`src/core/secfe_pkg.sv`:
```
// Shared constants and types for the serial EEPROM command front end.
// Assumes one system clock samples every pin of the serial link.
package secfe_pkg;

   // ---------------------------------------------------------------
   // Opcodes, one byte each, sent MSB first
   // ---------------------------------------------------------------
   localparam logic [7:0] SET_WRITE_LATCH_CMD   = 8'h06;
   localparam logic [7:0] CLEAR_WRITE_LATCH_CMD = 8'h04;
   localparam logic [7:0] STATUS_READ_CMD       = 8'h05;
   localparam logic [7:0] STATUS_WRITE_CMD      = 8'h01;
   localparam logic [7:0] ARRAY_READ_CMD        = 8'h03;
   localparam logic [7:0] ARRAY_WRITE_CMD       = 8'h02;
   localparam logic [7:0] ID_READ_CMD           = 8'h83;
   localparam logic [7:0] ID_WRITE_CMD          = 8'h82;

   // ---------------------------------------------------------------
   // Field positions, bounds and reset values
   // ---------------------------------------------------------------
   localparam int          ADDR_W          = 16;
   localparam logic [0:0]  ADDR_LAST_BYTE  = 1'h1;
   localparam int          ADDRESS_BIT_TEN = 10;
   localparam int          ST_LOCK_POS     = 7;
   localparam int          ST_BP_HIGH_POS  = 3;
   localparam int          ST_BP_LOW_POS   = 2;
   localparam int          ST_LATCH_POS    = 1;
   localparam int          ST_BUSY_POS     = 0;
   localparam logic [14:0] QUARTER_BASE    = 15'h6000;
   localparam logic [14:0] HALF_BASE       = 15'h4000;
   // Pin order: chip select, clock, data in, hold, write protect;
   // select resets low so only a really sampled high arms the device
   localparam logic [4:0]  PIN_IDLE        = 5'h03;

   // ---------------------------------------------------------------
   // Types
   // ---------------------------------------------------------------
   typedef enum logic [2:0] {
      ST_IDLE   = 3'h0,
      ST_OPCODE = 3'h1,
      ST_ADDR   = 3'h3,
      ST_XFER   = 3'h2,
      ST_WAIT   = 3'h6,
      ST_IGNORE = 3'h7
   } secfe_state_t;

   typedef enum logic [3:0] {
      CMD_NONE, CMD_SETL, CMD_CLRL, CMD_SREAD, CMD_SWRITE,
      CMD_AREAD, CMD_AWRITE, CMD_IDREAD, CMD_IDWRITE
   } secfe_cmd_t;

   typedef enum logic [1:0] {
      KIND_ARRAY, KIND_ID_PAGE, KIND_ID_LOCK
   } secfe_kind_t;

   typedef struct packed {
      logic statusLock;
      logic blockProtectHigh;
      logic blockProtectLow;
   } secfe_nv_t;

   typedef struct packed {
      logic [ADDR_W-1:0] addr;
      logic [7:0]        data;
      logic              idPage;
   } secfe_wr_t;

   // Block-protect map over the 32K array
   function automatic logic secfe_prot_hit(input secfe_nv_t nv,
                                           input logic [14:0] a);
      logic hit;
      hit = 1'b0;
      unique case ({nv.blockProtectHigh, nv.blockProtectLow})
         2'h0: hit = 1'b0;
         2'h1: hit = (a >= QUARTER_BASE);
         2'h2: hit = (a >= HALF_BASE);
         2'h3: hit = 1'b1;
      endcase
      return hit;
   endfunction : secfe_prot_hit

endpackage : secfe_pkg

```
`src/core/secfe_front_end.sv`:
```
// Serial slave front end of a byte-wide EEPROM: pin sampling, framing,
// hold, opcode decode, write latch, protection and execution checks.
// Assumes array, id page and non-volatile status storage sit outside and
// report completion of a self-timed write with cycleDone.
//
// Operation
// - Data out changes only after serial clock falling edges.
// - Data in is sampled on each serial clock rising edge.
// - Chip select high deselects; data out floats.
// - After power-up, select needs chip select high then falling.
// - During hold, data out floats and clock and data are ignored.
// - Hold starts and ends on hold edges while clock is low.
// - Bit count and position are kept across a hold.
// - Chip select rising during hold abandons the instruction.
// - Reset: deselected, write latch and busy clear, protect bits kept.
// - Writes need a clock count that is a multiple of eight.
// - Data-modifying instructions need the write latch set first.
// - Write latch clears at power-up, write-disable and write completion.
// - Execute only if select rises right after the last bit's edge.
// - Block-protect bits map protected array address ranges.
// - Write protect pin guards the block-protect bits with lock bit.
// - Unknown opcode: ignore rest of transfer until reselected.
// - Opcodes: set latch 06h, clear latch 04h, status write 01h.
// - Opcodes: status read 05h, array read 03h, array write 02h.
// - Opcode 83h reads id page, or lock status when bit ten set.
// - Opcode 82h writes id page, or locks it when bit ten set.
// - Busy flag reads one while a write cycle runs.
// - Lock bit with write protect low blocks status writes.
`timescale 1ns/1ps
module secfe_front_end
   import secfe_pkg::*;
#(
   parameter bit ID_PAGE_EN = 1'b1
) (
   input  wire logic              ref_clk,
   input  wire logic              rst_n,
   input  wire logic              csN,
   input  wire logic              sclk,
   input  wire logic              mosi,
   input  wire logic              holdN,
   input  wire logic              wpN,
   output logic                   misoOut,
   output logic                   misoOe,
   input  wire secfe_nv_t         nvStatus,
   output logic                   nvWriteStb,
   output secfe_nv_t              nvWriteData,
   output logic                   memRdReq,
   output logic [ADDR_W-1:0]      memRdAddr,
   output logic                   memRdIdPage,
   input  wire logic [7:0]        memRdData,
   output logic                   wrByteStb,
   output secfe_wr_t              wrByte,
   output logic                   wrCommit,
   output secfe_kind_t            wrCommitKind,
   output logic                   wrAbort,
   input  wire logic              cycleDone,
   input  wire logic              idLocked,
   output logic                   writeBusy,
   output logic                   writeLatch,
   output logic                   hardwareLocked,
   output logic                   selected
);

   // ---------------------------------------------------------------
   // Pin synchronisers and edge detection
   // ---------------------------------------------------------------
   logic [4:0]        pinMeta_q, pinSync_q;
   logic              csS, sclkS, mosiS, holdS, wpS;
   logic              sclkPrev_q, csPrev_q;
   logic              sclkRise, sclkFall, csFall, csRise;
   logic              armed_q, selected_q, holdActive_q;
   secfe_state_t      state_q, decState;
   secfe_cmd_t        cmd_q, decCmd;
   logic [2:0]        bitCnt_q;
   logic [7:0]        shift_q, nextShift, rdByte_q, srcByte, statusByte;
   logic [6:0]        outShift_q;
   logic [0:0]        addrCnt_q;
   logic [ADDR_W-1:0] addr_q, startAddr_q;
   logic              dataSeen_q, rdPend_q, wel_q, busy_q;
   logic              byteDone, isRead, isPageWrite, lockRead;
   logic              execOk, startOk, protHit, idAlt;

   // Both flops of each pin stay together; only the second is read
   always_ff @(posedge ref_clk or negedge rst_n) begin
      if (!rst_n) begin
         pinMeta_q <= PIN_IDLE;
         pinSync_q <= PIN_IDLE;
      end else begin
         pinMeta_q <= {csN, sclk, mosi, holdN, wpN};
         pinSync_q <= pinMeta_q;
      end
   end

   assign {csS, sclkS, mosiS, holdS, wpS} = pinSync_q;

   // Previous levels for edge finding
   always_ff @(posedge ref_clk or negedge rst_n) begin
      if (!rst_n) begin
         sclkPrev_q <= 1'b0;
         csPrev_q   <= 1'b0;
      end else begin
         sclkPrev_q <= sclkS;
         csPrev_q   <= csS;
      end
   end

   // Clock edges vanish while paused
   assign sclkRise = sclkS & ~sclkPrev_q & ~holdActive_q;
   assign sclkFall = ~sclkS & sclkPrev_q & ~holdActive_q;
   assign csFall   = ~csS & csPrev_q;
   assign csRise   = csS & ~csPrev_q;

   // ---------------------------------------------------------------
   // Framing: arming, selection, hold
   // ---------------------------------------------------------------
   // A select held low through power-up must not start a command
   always_ff @(posedge ref_clk or negedge rst_n) begin
      if (!rst_n) begin
         armed_q    <= 1'b0;
         selected_q <= 1'b0;
      end else begin
         if (csS)
            armed_q <= 1'b1;
         if (csS)
            selected_q <= 1'b0;
         else if (csFall && armed_q)
            selected_q <= 1'b1;
      end
   end

   // Hold follows the hold pin only while the clock sits low
   always_ff @(posedge ref_clk or negedge rst_n) begin
      if (!rst_n)
         holdActive_q <= 1'b0;
      else if (csS)
         holdActive_q <= 1'b0;
      else if (selected_q && !sclkS)
         holdActive_q <= ~holdS;
   end

   // ---------------------------------------------------------------
   // Opcode decode
   // ---------------------------------------------------------------
   assign nextShift = {shift_q[6:0], mosiS};
   assign byteDone  = (bitCnt_q == 3'h7);

   always_comb begin
      unique case (nextShift)
         SET_WRITE_LATCH_CMD:   decCmd = CMD_SETL;
         CLEAR_WRITE_LATCH_CMD: decCmd = CMD_CLRL;
         STATUS_WRITE_CMD:      decCmd = CMD_SWRITE;
         STATUS_READ_CMD:       decCmd = CMD_SREAD;
         ARRAY_READ_CMD:        decCmd = CMD_AREAD;
         ARRAY_WRITE_CMD:       decCmd = CMD_AWRITE;
         ID_READ_CMD:   decCmd = ID_PAGE_EN ? CMD_IDREAD : CMD_NONE;
         ID_WRITE_CMD:  decCmd = ID_PAGE_EN ? CMD_IDWRITE : CMD_NONE;
         default:               decCmd = CMD_NONE;
      endcase
      // Only status reads are served while a write cycle runs
      if (busy_q && decCmd != CMD_SREAD)
         decState = ST_IGNORE;
      else begin
         unique case (decCmd)
            CMD_NONE:              decState = ST_IGNORE;
            CMD_SETL, CMD_CLRL:    decState = ST_WAIT;
            CMD_SREAD, CMD_SWRITE: decState = ST_XFER;
            default:               decState = ST_ADDR;
         endcase
      end
   end

   // ---------------------------------------------------------------
   // Sequencer: bit count, shift register, state
   // ---------------------------------------------------------------
   always_ff @(posedge ref_clk or negedge rst_n) begin
      if (!rst_n) begin
         state_q    <= ST_IDLE;
         cmd_q      <= CMD_NONE;
         bitCnt_q   <= 3'h0;
         shift_q    <= 8'h00;
         addrCnt_q  <= 1'h0;
         dataSeen_q <= 1'b0;
      end else if (csFall && armed_q) begin
         state_q    <= ST_OPCODE;
         cmd_q      <= CMD_NONE;
         bitCnt_q   <= 3'h0;
         addrCnt_q  <= 1'h0;
         dataSeen_q <= 1'b0;
      end else if (csS) begin
         state_q <= ST_IDLE;
      end else if (sclkRise && selected_q) begin
         bitCnt_q <= bitCnt_q + 3'h1;
         shift_q  <= nextShift;
         unique case (state_q)
            ST_OPCODE: if (byteDone) begin
               cmd_q   <= decCmd;
               state_q <= decState;
            end
            ST_ADDR: if (byteDone) begin
               addrCnt_q <= addrCnt_q + 1'h1;
               if (addrCnt_q == ADDR_LAST_BYTE)
                  state_q <= ST_XFER;
            end
            ST_XFER: if (byteDone && (cmd_q == CMD_SWRITE || isPageWrite))
            begin
               dataSeen_q <= 1'b1;
               if (cmd_q == CMD_SWRITE)
                  state_q <= ST_WAIT;
            end
            // A clock past the last bit spoils the instruction
            ST_WAIT: state_q <= ST_IGNORE;
            ST_IDLE, ST_IGNORE: state_q <= state_q;
         endcase
      end
   end

   assign isRead      = (cmd_q == CMD_SREAD) || (cmd_q == CMD_AREAD) ||
                        (cmd_q == CMD_IDREAD);
   assign isPageWrite = (cmd_q == CMD_AWRITE) || (cmd_q == CMD_IDWRITE);
   assign idAlt       = addr_q[ADDRESS_BIT_TEN];
   assign lockRead    = (cmd_q == CMD_IDREAD) && idAlt;

   // ---------------------------------------------------------------
   // Address, read fetch and streamed write bytes
   // ---------------------------------------------------------------
   always_ff @(posedge ref_clk or negedge rst_n) begin
      if (!rst_n) begin
         addr_q      <= '0;
         startAddr_q <= '0;
         memRdReq    <= 1'b0;
         memRdAddr   <= '0;
         memRdIdPage <= 1'b0;
         wrByteStb   <= 1'b0;
         wrByte      <= '0;
      end else begin
         memRdReq  <= 1'b0;
         wrByteStb <= 1'b0;
         if (sclkRise && selected_q && !csS && byteDone) begin
            if (state_q == ST_ADDR) begin
               addr_q <= {addr_q[7:0], nextShift};
               if (addrCnt_q == ADDR_LAST_BYTE) begin
                  startAddr_q <= {addr_q[7:0], nextShift};
                  memRdAddr   <= {addr_q[7:0], nextShift};
                  memRdIdPage <= (cmd_q == CMD_IDREAD);
                  // Bit ten sits in the high byte, now in addr_q[7:0]
                  memRdReq    <= (cmd_q == CMD_AREAD) ||
                     ((cmd_q == CMD_IDREAD) &&
                      !addr_q[ADDRESS_BIT_TEN - 8]);
               end
            end else if (state_q == ST_XFER && isPageWrite) begin
               wrByteStb     <= 1'b1;
               wrByte.addr   <= addr_q;
               wrByte.data   <= nextShift;
               wrByte.idPage <= (cmd_q == CMD_IDWRITE);
               addr_q        <= addr_q + 16'h0001;
            end
         end
         // Prefetch the next byte as the current one starts out
         if (sclkFall && state_q == ST_XFER && bitCnt_q == 3'h0 &&
             (cmd_q == CMD_AREAD || (cmd_q == CMD_IDREAD && !idAlt))) begin
            addr_q    <= addr_q + 16'h0001;
            memRdAddr <= addr_q + 16'h0001;
            memRdReq  <= 1'b1;
         end
      end
   end

   // Fetched data arrives one cycle after the request
   always_ff @(posedge ref_clk or negedge rst_n) begin
      if (!rst_n) begin
         rdPend_q <= 1'b0;
         rdByte_q <= 8'h00;
      end else begin
         rdPend_q <= memRdReq;
         if (rdPend_q)
            rdByte_q <= memRdData;
      end
   end

   // ---------------------------------------------------------------
   // Serial output
   // ---------------------------------------------------------------
   always_comb begin
      statusByte                 = 8'h00;
      statusByte[ST_LOCK_POS]    = nvStatus.statusLock;
      statusByte[ST_BP_HIGH_POS] = nvStatus.blockProtectHigh;
      statusByte[ST_BP_LOW_POS]  = nvStatus.blockProtectLow;
      statusByte[ST_LATCH_POS]   = wel_q;
      statusByte[ST_BUSY_POS]    = busy_q;
      if (cmd_q == CMD_SREAD)
         srcByte = statusByte;
      else if (lockRead)
         srcByte = {7'h00, idLocked};
      else
         srcByte = rdByte_q;
   end

   // New byte loads at a byte boundary; a status read repeats forever
   always_ff @(posedge ref_clk or negedge rst_n) begin
      if (!rst_n) begin
         misoOut    <= 1'b0;
         outShift_q <= 7'h00;
      end else if (sclkFall && state_q == ST_XFER && isRead) begin
         if (bitCnt_q == 3'h0) begin
            misoOut    <= srcByte[7];
            outShift_q <= srcByte[6:0];
         end else begin
            misoOut    <= outShift_q[6];
            outShift_q <= {outShift_q[5:0], 1'b0};
         end
      end
   end

   assign misoOe = selected_q && !csS && !holdActive_q &&
                   state_q == ST_XFER && isRead;

   // ---------------------------------------------------------------
   // Execution on deselect
   // ---------------------------------------------------------------
   assign hardwareLocked = nvStatus.statusLock && !wpS;
   assign protHit = secfe_prot_hit(nvStatus, startAddr_q[14:0]);

   // Last bit's rising edge must be the final clock before select rises
   assign execOk = csRise && selected_q && !holdActive_q &&
                   (state_q == ST_WAIT ||
                    (state_q == ST_XFER && isPageWrite &&
                     bitCnt_q == 3'h0 && dataSeen_q));
   assign startOk = execOk && wel_q &&
      ((cmd_q == CMD_SWRITE && !hardwareLocked) ||
       (cmd_q == CMD_AWRITE && !protHit) ||
       (cmd_q == CMD_IDWRITE && !idLocked));

   // Latch clears on write-disable or when the accepted write cycle finishes
   always_ff @(posedge ref_clk or negedge rst_n) begin
      if (!rst_n) begin
         wel_q  <= 1'b0;
         busy_q <= 1'b0;
      end else begin
         if (busy_q && cycleDone)
            wel_q <= 1'b0;
         else if (execOk && cmd_q == CMD_SETL)
            wel_q <= 1'b1;
         else if (execOk && cmd_q == CMD_CLRL)
            wel_q <= 1'b0;
         if (startOk)
            busy_q <= 1'b1;
         else if (cycleDone)
            busy_q <= 1'b0;
      end
   end

   // Start strobes to the storage side
   always_ff @(posedge ref_clk or negedge rst_n) begin
      if (!rst_n) begin
         nvWriteStb   <= 1'b0;
         nvWriteData  <= '0;
         wrCommit     <= 1'b0;
         wrCommitKind <= KIND_ARRAY;
         wrAbort      <= 1'b0;
      end else begin
         nvWriteStb <= startOk && cmd_q == CMD_SWRITE;
         nvWriteData <= {shift_q[ST_LOCK_POS], shift_q[ST_BP_HIGH_POS],
                         shift_q[ST_BP_LOW_POS]};
         wrCommit <= startOk && isPageWrite;
         wrAbort  <= csRise && selected_q && isPageWrite && !startOk;
         if (cmd_q == CMD_AWRITE)
            wrCommitKind <= KIND_ARRAY;
         else
            wrCommitKind <= idAlt ? KIND_ID_LOCK : KIND_ID_PAGE;
      end
   end

   assign writeBusy  = busy_q;
   assign writeLatch = wel_q;
   assign selected   = selected_q;
endmodule : secfe_front_end

```
`config.mk`:
```
export PLATFORM = sky130hd
export DESIGN_NAME = secfe_front_end
export DESIGN_NICKNAME = d
export VERILOG_FILES = /design/src/core/secfe_pkg.sv /design/src/core/secfe_front_end.sv
export SDC_FILE = /design/constraint.sdc
export NUM_CORES = 1
export LEC_CHECK = 0
export BUFFER_PORTS_ARGS = -buffer_cell sky130_fd_sc_hd__buf_4
export CORE_MARGIN = 2
export CORE_UTILIZATION = 40
export DETAILED_ROUTE_END_ITERATION = 6
export PLACE_DENSITY_LB_ADDON = 0.1
export SLEW_MARGIN = 20
export SYNTH_ARGS = -nofsm -noshare
export SYNTH_HDL_FRONTEND = slang
export SYNTH_SLANG_ARGS = --single-unit
export TNS_END_PERCENT = 50
```
`constraint.sdc`:
```
create_clock -name ref_clk -period 3.8 [get_ports ref_clk]
set_input_delay 0.19 -clock ref_clk [delete_from_list [all_inputs] [get_ports ref_clk]]
set_output_delay 0.19 -clock ref_clk [all_outputs]
set_load 0.005 [all_outputs]
```
Word level (Yosys, flattened, before mapping)
Index checks and enable logic that the tools add are counted.
{ "op_classes": {"n_shift": 0, "div_mod_pow": 0, "n_mux": 61, "bitwise": 14, "n_addsub": 3, "multipliers": 0, "reduce_logical": 88, "magnitude_cmp": 2, "eq_ne": 37} }
{ "ops": {"columns": ["cell", "count"], "rows": [
  ["16-bit two-way mux", 8],
  ["1-bit logical AND", 37],
  ["3-bit two-way mux", 12],
  ["4-bit case mux with 8 select lines", 1],
  ["15-bit greater-or-equal comparator (second input constant)", 2],
  ["1-bit two-way mux", 27],
  ["8-bit by 3-bit equality test with 1-bit output (second input constant)", 3],
  ["2-bit nonzero test", 12],
  ["4-bit by 3-bit equality test with 1-bit output (second input constant)", 5],
  ["4-bit two-way mux", 5],
  ["16-bit by 1-bit adder with 16-bit output (second input constant)", 1],
  ["4-bit by 2-bit equality test with 1-bit output (second input constant)", 4],
  ["8-bit by 2-bit equality test with 1-bit output (second input constant)", 2],
  ["8-bit equality test (second input constant)", 2],
  ["8-bit two-way mux", 2],
  ["4-bit != test (second input constant)", 4],
  ["3-bit case mux with 4 select lines", 1],
  ["3-bit AND reduction", 4],
  ["4-bit AND reduction", 3],
  ["1-bit zero test", 10],
  ["3-bit equality test (second input constant)", 3],
  ["1-bit logical OR", 9],
  ["3-bit case mux with 3 select lines", 1],
  ["3-bit nonzero test", 3],
  ["24 further kinds", 44]
]} }
{ "word_totals": {"ff_bits": 137, "ram_bits": 0, "output_inout_bits": 58, "mem_bits_ro": 0, "latchBits": 0, "elab_cells": 240, "mem_count": 0, "in_bits": 20} }

Depth between registers and ports, before layout
{ "depth": {"depth_word": 11, "depth_mapped": 9, "mapped_depth_nobuf": 8} }

Least setup slack after synthesis
Ideal clock, no wire load.
{ "synth_path": {"path_kind": "register to register", "start": "register bitCnt_q[0]", "end": "register memRdAddr[13]", "period_less_slack_ns": 2.092, "arrival_ns": 1.968, "path_stages_with_launch": 8, "setup_ns": 0.124, "t_required_ns": 3.676, "setup_slack_ns": 1.708, "cell_sequence": "dfrtp_1 -> inv_1 -> ha_1 -> or4bb_1 -> a2111o_1 -> buf_2 -> and2_4 -> a211o_1"} }
{ "synth_between": {"elab_chain_cells": 5} }
{ "synth_rtl": {"columns": ["item", "line", "source"], "rows": [
  ["start, declared", "secfe_front_end.sv:74", "logic [2:0] bitCnt_q;"],
  ["start signal, assigned", "secfe_front_end.sv:192", "bitCnt_q <= bitCnt_q + 3'h1;"],
  ["3-bit zero test", "secfe_front_end.sv:259", "if (sclkFall && state_q == ST_XFER && bitCnt_q == 3'h0 &&"],
  ["1-bit logical AND (2 in series)", "secfe_front_end.sv:259", null],
  ["2-bit nonzero test (no line)", null, null],
  ["3-bit AND reduction (no line)", null, null],
  ["end signal, assigned", "secfe_front_end.sv:243", "memRdAddr <= {addr_q[7:0], nextShift};"],
  ["end signal, assigned", "secfe_front_end.sv:262", "memRdAddr <= addr_q + 16'h0001;"],
  ["end, declared", "secfe_front_end.sv:48", "output logic [ADDR_W-1:0] memRdAddr,"]
]} }
Parallel ways exist; a longest one is shown, timed or not.
A chain may end at the register's enable or synchronous reset.

Worst setup path in the final report
{ "layout_path": {"start": "register bitCnt_q[0]", "end": "register wrByte[7] (netlist name)"} }
{ "layout_between": {"elab_chain_cells": 3} }
{ "layout_rtl": {"columns": ["item", "line", "source"], "rows": [
  ["3-bit equality test", "secfe_front_end.sv:145", "assign byteDone = (bitCnt_q == 3'h7);"],
  ["1-bit logical AND", "secfe_front_end.sv:238", "if (sclkRise && selected_q && !csS && byteDone) begin"],
  ["3-bit AND reduction (no line)", null, null],
  ["end, declared", "secfe_front_end.sv:52", "output secfe_wr_t wrByte,"]
]} }
Every way passes these cells.

==> run summary <==
For the final hold violation count, the log shows 0. Tracing the worst setup path back leads to its startpoint at bitCnt_q[0]. The number of antenna violations at the first check in global routing is 0, and the y dimension of the die is 125 um. For the clock network fraction of total power, the log shows 53.0%. Compared with the post-synthesis result, the final layout area differs by 23.9%. After layout, the worst path uses 65.8% of the clock period. The run gives 4.11 ns as the critical path required time.

The most frequently used flop master after synthesis is dfrtp_1. TritonCTS built the clock tree. The number of clock buffers added by TritonCTS is 17. The die extent in x works out to 125 um. The tools report the number of cell rows as 44.

Launch instance of the worst register-to-register path: bitCnt_q[0]. The number of global-route vias before repair was 4577; the final routed wirelength across all metal layers was 14500 um. The share of post-route cells with drive strength above 1 was 22.6%; the final setup violation count was 0. The switching power came out at 746 uW. Port buffering added 77 buffers. Cell at the root of the clock tree: clkbuf_16. For this run, the detailed router's first-pass iteration total came to 5. On the worst path, the slowest cell contributes a delay of 0.59 ns. Combinational logic is responsible for 4.7% of the overall power.

Across the run, the number of max-cap violations was 0. For the final database, setup skew stands at 0.00941 ns. Summing internal, switching and leakage power gives 3.28 mW. The total clock sinks came out at 124.

The switching part of the total power was 22.8%; the leakage component of the power was 3.46 nW. The floorplan step defined a die boundary enclosing 0.0156 mm^2. Antenna diode instance count: 0. At the pin with the least slew margin, the transition time is 0.775 ns. The clock transition at the register clock pins on the worst setup and hold paths after CTS came out at 0.06 ns.

The synthesis-stage register bit count came out at 124. In this run the tightest slew margin relative to its limit is 48.2%. The area of the core region was 0.0144 mm^2.

The maximum vdd drop is 0.000354 V, and the detailed-placement wirelength estimate is 9660 um. The worst hold path begins at memRdData[7]. Global-route congestion overflow total: 0. On the critical path, the stage with the largest delay is an instance of or2_1. The first global-routing pass estimated 24400 um of wire.

The internal power of the cells totals 2.53 mW. The setup path with the least slack is of type reg -> reg. The clock passes through at most 2 buffers. 78 I/O pins were placed. The run finished with clean final reports. Setup repair after global routing left no endpoint under its margin. The final weighted congestion of routability-driven global placement is 0.818, and the maximum achievable frequency is 400 MHz. In this run the remaining antenna-violating nets after routing total 0. CTS built an H-tree with a depth of 4. Dividing total power by cell area gives a power density of 453 mW/mm^2. The proportion of register bits with asynchronous set or reset after synthesis works out to 100%. STA classifies the critical path endpoint as a flop. The synthesized netlist net count was 619.

For this run, the total global-route usage over all layers was measured as 19.7%. The number of pins with negative max-slew slack in the final report was 0; the mean instance size in the synthesized netlist was 9.82 um^2. The source-to-sink clock delay at the later pin of the worst-skew pair was 0.43 ns; the sequential share of power was 42.3%.

Cell area after synthesis: 0.00584 mm^2. Traced cell by cell, the critical path runs through ha_1 > ha_1 > nor2b_1 > nand3_1 > or2_1 > inv_2 > nand2_1 > nand2_1. For this run, the post-layout net count is 691.

The path type of the worst min-delay path is in -> reg. The cell count after synthesis came out at 595. Measured on the finished design, the core utilization comes to 50.2%.

Prior to clock tree synthesis, the placed netlist has a worst setup slack of 1.16 ns. The initial utilization of the core area, before any placement, comes to 40.5%. The first routing iteration left 315 violations. The number of synthesis warnings is 0. Entering global routing, the biggest net connects 78 pins. The maximum net fanout on the critical path works out to 23.

After layout, the worst setup slack is 1.30 ns. Once the clock tree was built, the setup fixing pass inserted 0 buffers. The final route contains 4650 vias.

Kind of start point of the critical path: a flop. In this run, synthesis inferred 0 flip-flops with an integrated enable. The run gives 0.00659 ns as the minimum hold slack.

The logs give 2.82 ns for the data arrival at the endpoint of the critical path and 53.2% for the post-synthesis sequential area ratio. In the final routed layout, each cell accounts on average for 16.8 um. In the final timing run, aggregate negative setup slack is 0 ns. In this run, distinct cell masters in the synthesized netlist total 70. The shortest clock period the worst path allows after layout was 2.50 ns. The tools report the number of remaining DRC errors as 0. The via count normalized by instance count is 5.38.
power by group through the flow:
| stage | clock, mW | combinational [mW] | sequential (mW) |
|---|---|---|---|
| global route | 1.82 | 0.175 | 1.39 |
| finish | 1.73 | 0.155 | 1.39 |
| floorplan | 0 | 0.0923 | 1.38 |
| CTS | 1.76 | 0.157 | 1.39 |
| global placement | 0 | 0.145 | 1.41 |
| detailed placement | 0 | 0.147 | 1.41 |
critical path: cells and delay by family (launching register included):
kind | cells | cell delay (ns)
and+or+nand+nor | 5 | 1.15
DFF | 1 | 0.41
adders and majority gates | 2 | 0.46
buffers and inverters | 1 | 0.36
through the flow:
step,cells,cell area (um^2)
final,864,7240
after CTS,864,7220
after global routing,864,7240
after global placement,821,6480
after floorplan,595,5840
after detailed placement,821,6480
layer usage:
| metal | part of all wire, % | track usage, % | vias to the layer above |
|---|---|---|---|
| met2 | 49 | 30.7 | 107 |
| met1 | 45 | 26.6 | 2313 |
| met3 | 4.4 | 4.68 | 22 |
| met5 | 0 | 0 | - |
| li1 | - | - | 2208 |
| met4 | 1.9 | 7.71 | 0 |
sequential cells by signal (all words and copies together), names as in the netlist, 2 cells and up:
name and cells:
rdByte_q 8, pinMeta_q 5, pinSync_q 5, wrCommitKind 2, startAddr_q 2, bitCnt_q 3
memRdAddr 16, wrByte 25, cmd_q 4, outShift_q 7, shift_q 8, nvWriteData 3
addr_q 16, state_q 3
synth_stat cells (all sizes together) (6+ instances only):
cell type  count  area (um^2)
inv           12         45.0
a21oi         31          155
clkbuf        19         71.3
nor3           6         35.0
o211ai        13          103
mux2i          8         80.1
o21ai         20          100
xnor2         10         87.6
nand3         18         90.1
nor2          46          173
a31oi          8         50.1
mux2          23          259
nand2        128          480
nand4          8         50.1
dfrtp        120         3000
nand2b         7         43.8
buf           23          151
cells by family (layout without fill, tap and decap cells):
family	after synthesis	count (layout)	share of synthesized area (%)
xor gates and xnor gates	15	15	2.25
muxes	31	31	5.80
buffers and inverters	54	139	4.58
adders and majority gates	4	4	0.857
AOI/OAI and AO/OA	105	105	12.0
DFF	124	124	53.2
and+or+nand+nor	262	262	21.3
cell type report:
type	count	area, um^2
multi-input cells	417	2470
clock buffers	18	439
well taps	184	230
clock inverters	14	194
repair buffers	95	744
flip-flops and latches	124	3110
fillers	1385	7190
inverters	12	45.0
timing repair:
item | 4_1_cts | 5_1_grt
gates resized for setup | 0 | 0
hold buffers | 11 | 0
endpoints found under the hold margin | 47 | 0
worst paths after layout:
| path | end | slack [ns] | cells after the start |
|---|---|---|---|
| min reg2reg | pinSync_q[2] | 0.35 | 0 |
| min | rdByte_q[7] | 0.007 | 2 |
| max | wrByte[7] | 1.30 | 8 |
| max reg2reg | wrByte[7] | 1.30 | 8 |
| max in group asynchronous | pinSync_q[0] | 2.53 | 3 |
| min in group asynchronous | sclkPrev_q | 0.37 | 2 |
cell usage in the layout (no fill, tap or decap), types with 3 or more instances in the layout:
cell,count
bufinv_16,4
o211ai_1,12
nor3b_1,3
nor3_1,5
nand3b_1,3
dlygate4sd3_1,11
nor4_1,3
ha_1,4
a21oi_1,31
nor2_1,46
a31oi_1,8
o21ai_0,18
buf_4,83
nand2b_1,7
xnor2_1,10
clkbuf_16,17
nand4_1,8
and2_1,3
dfstp_2,4
and4_1,3
nand2_1,128
mux2i_1,8
nor2b_1,5
clkinvlp_4,5
xor2_1,5
o31ai_1,3
inv_1,11
a221oi_1,4
nand3_1,18
dfrtp_1,120
or3_1,5
or4_1,3
mux2_2,23
a21o_1,4
Power figures use the tool's default switching activity.
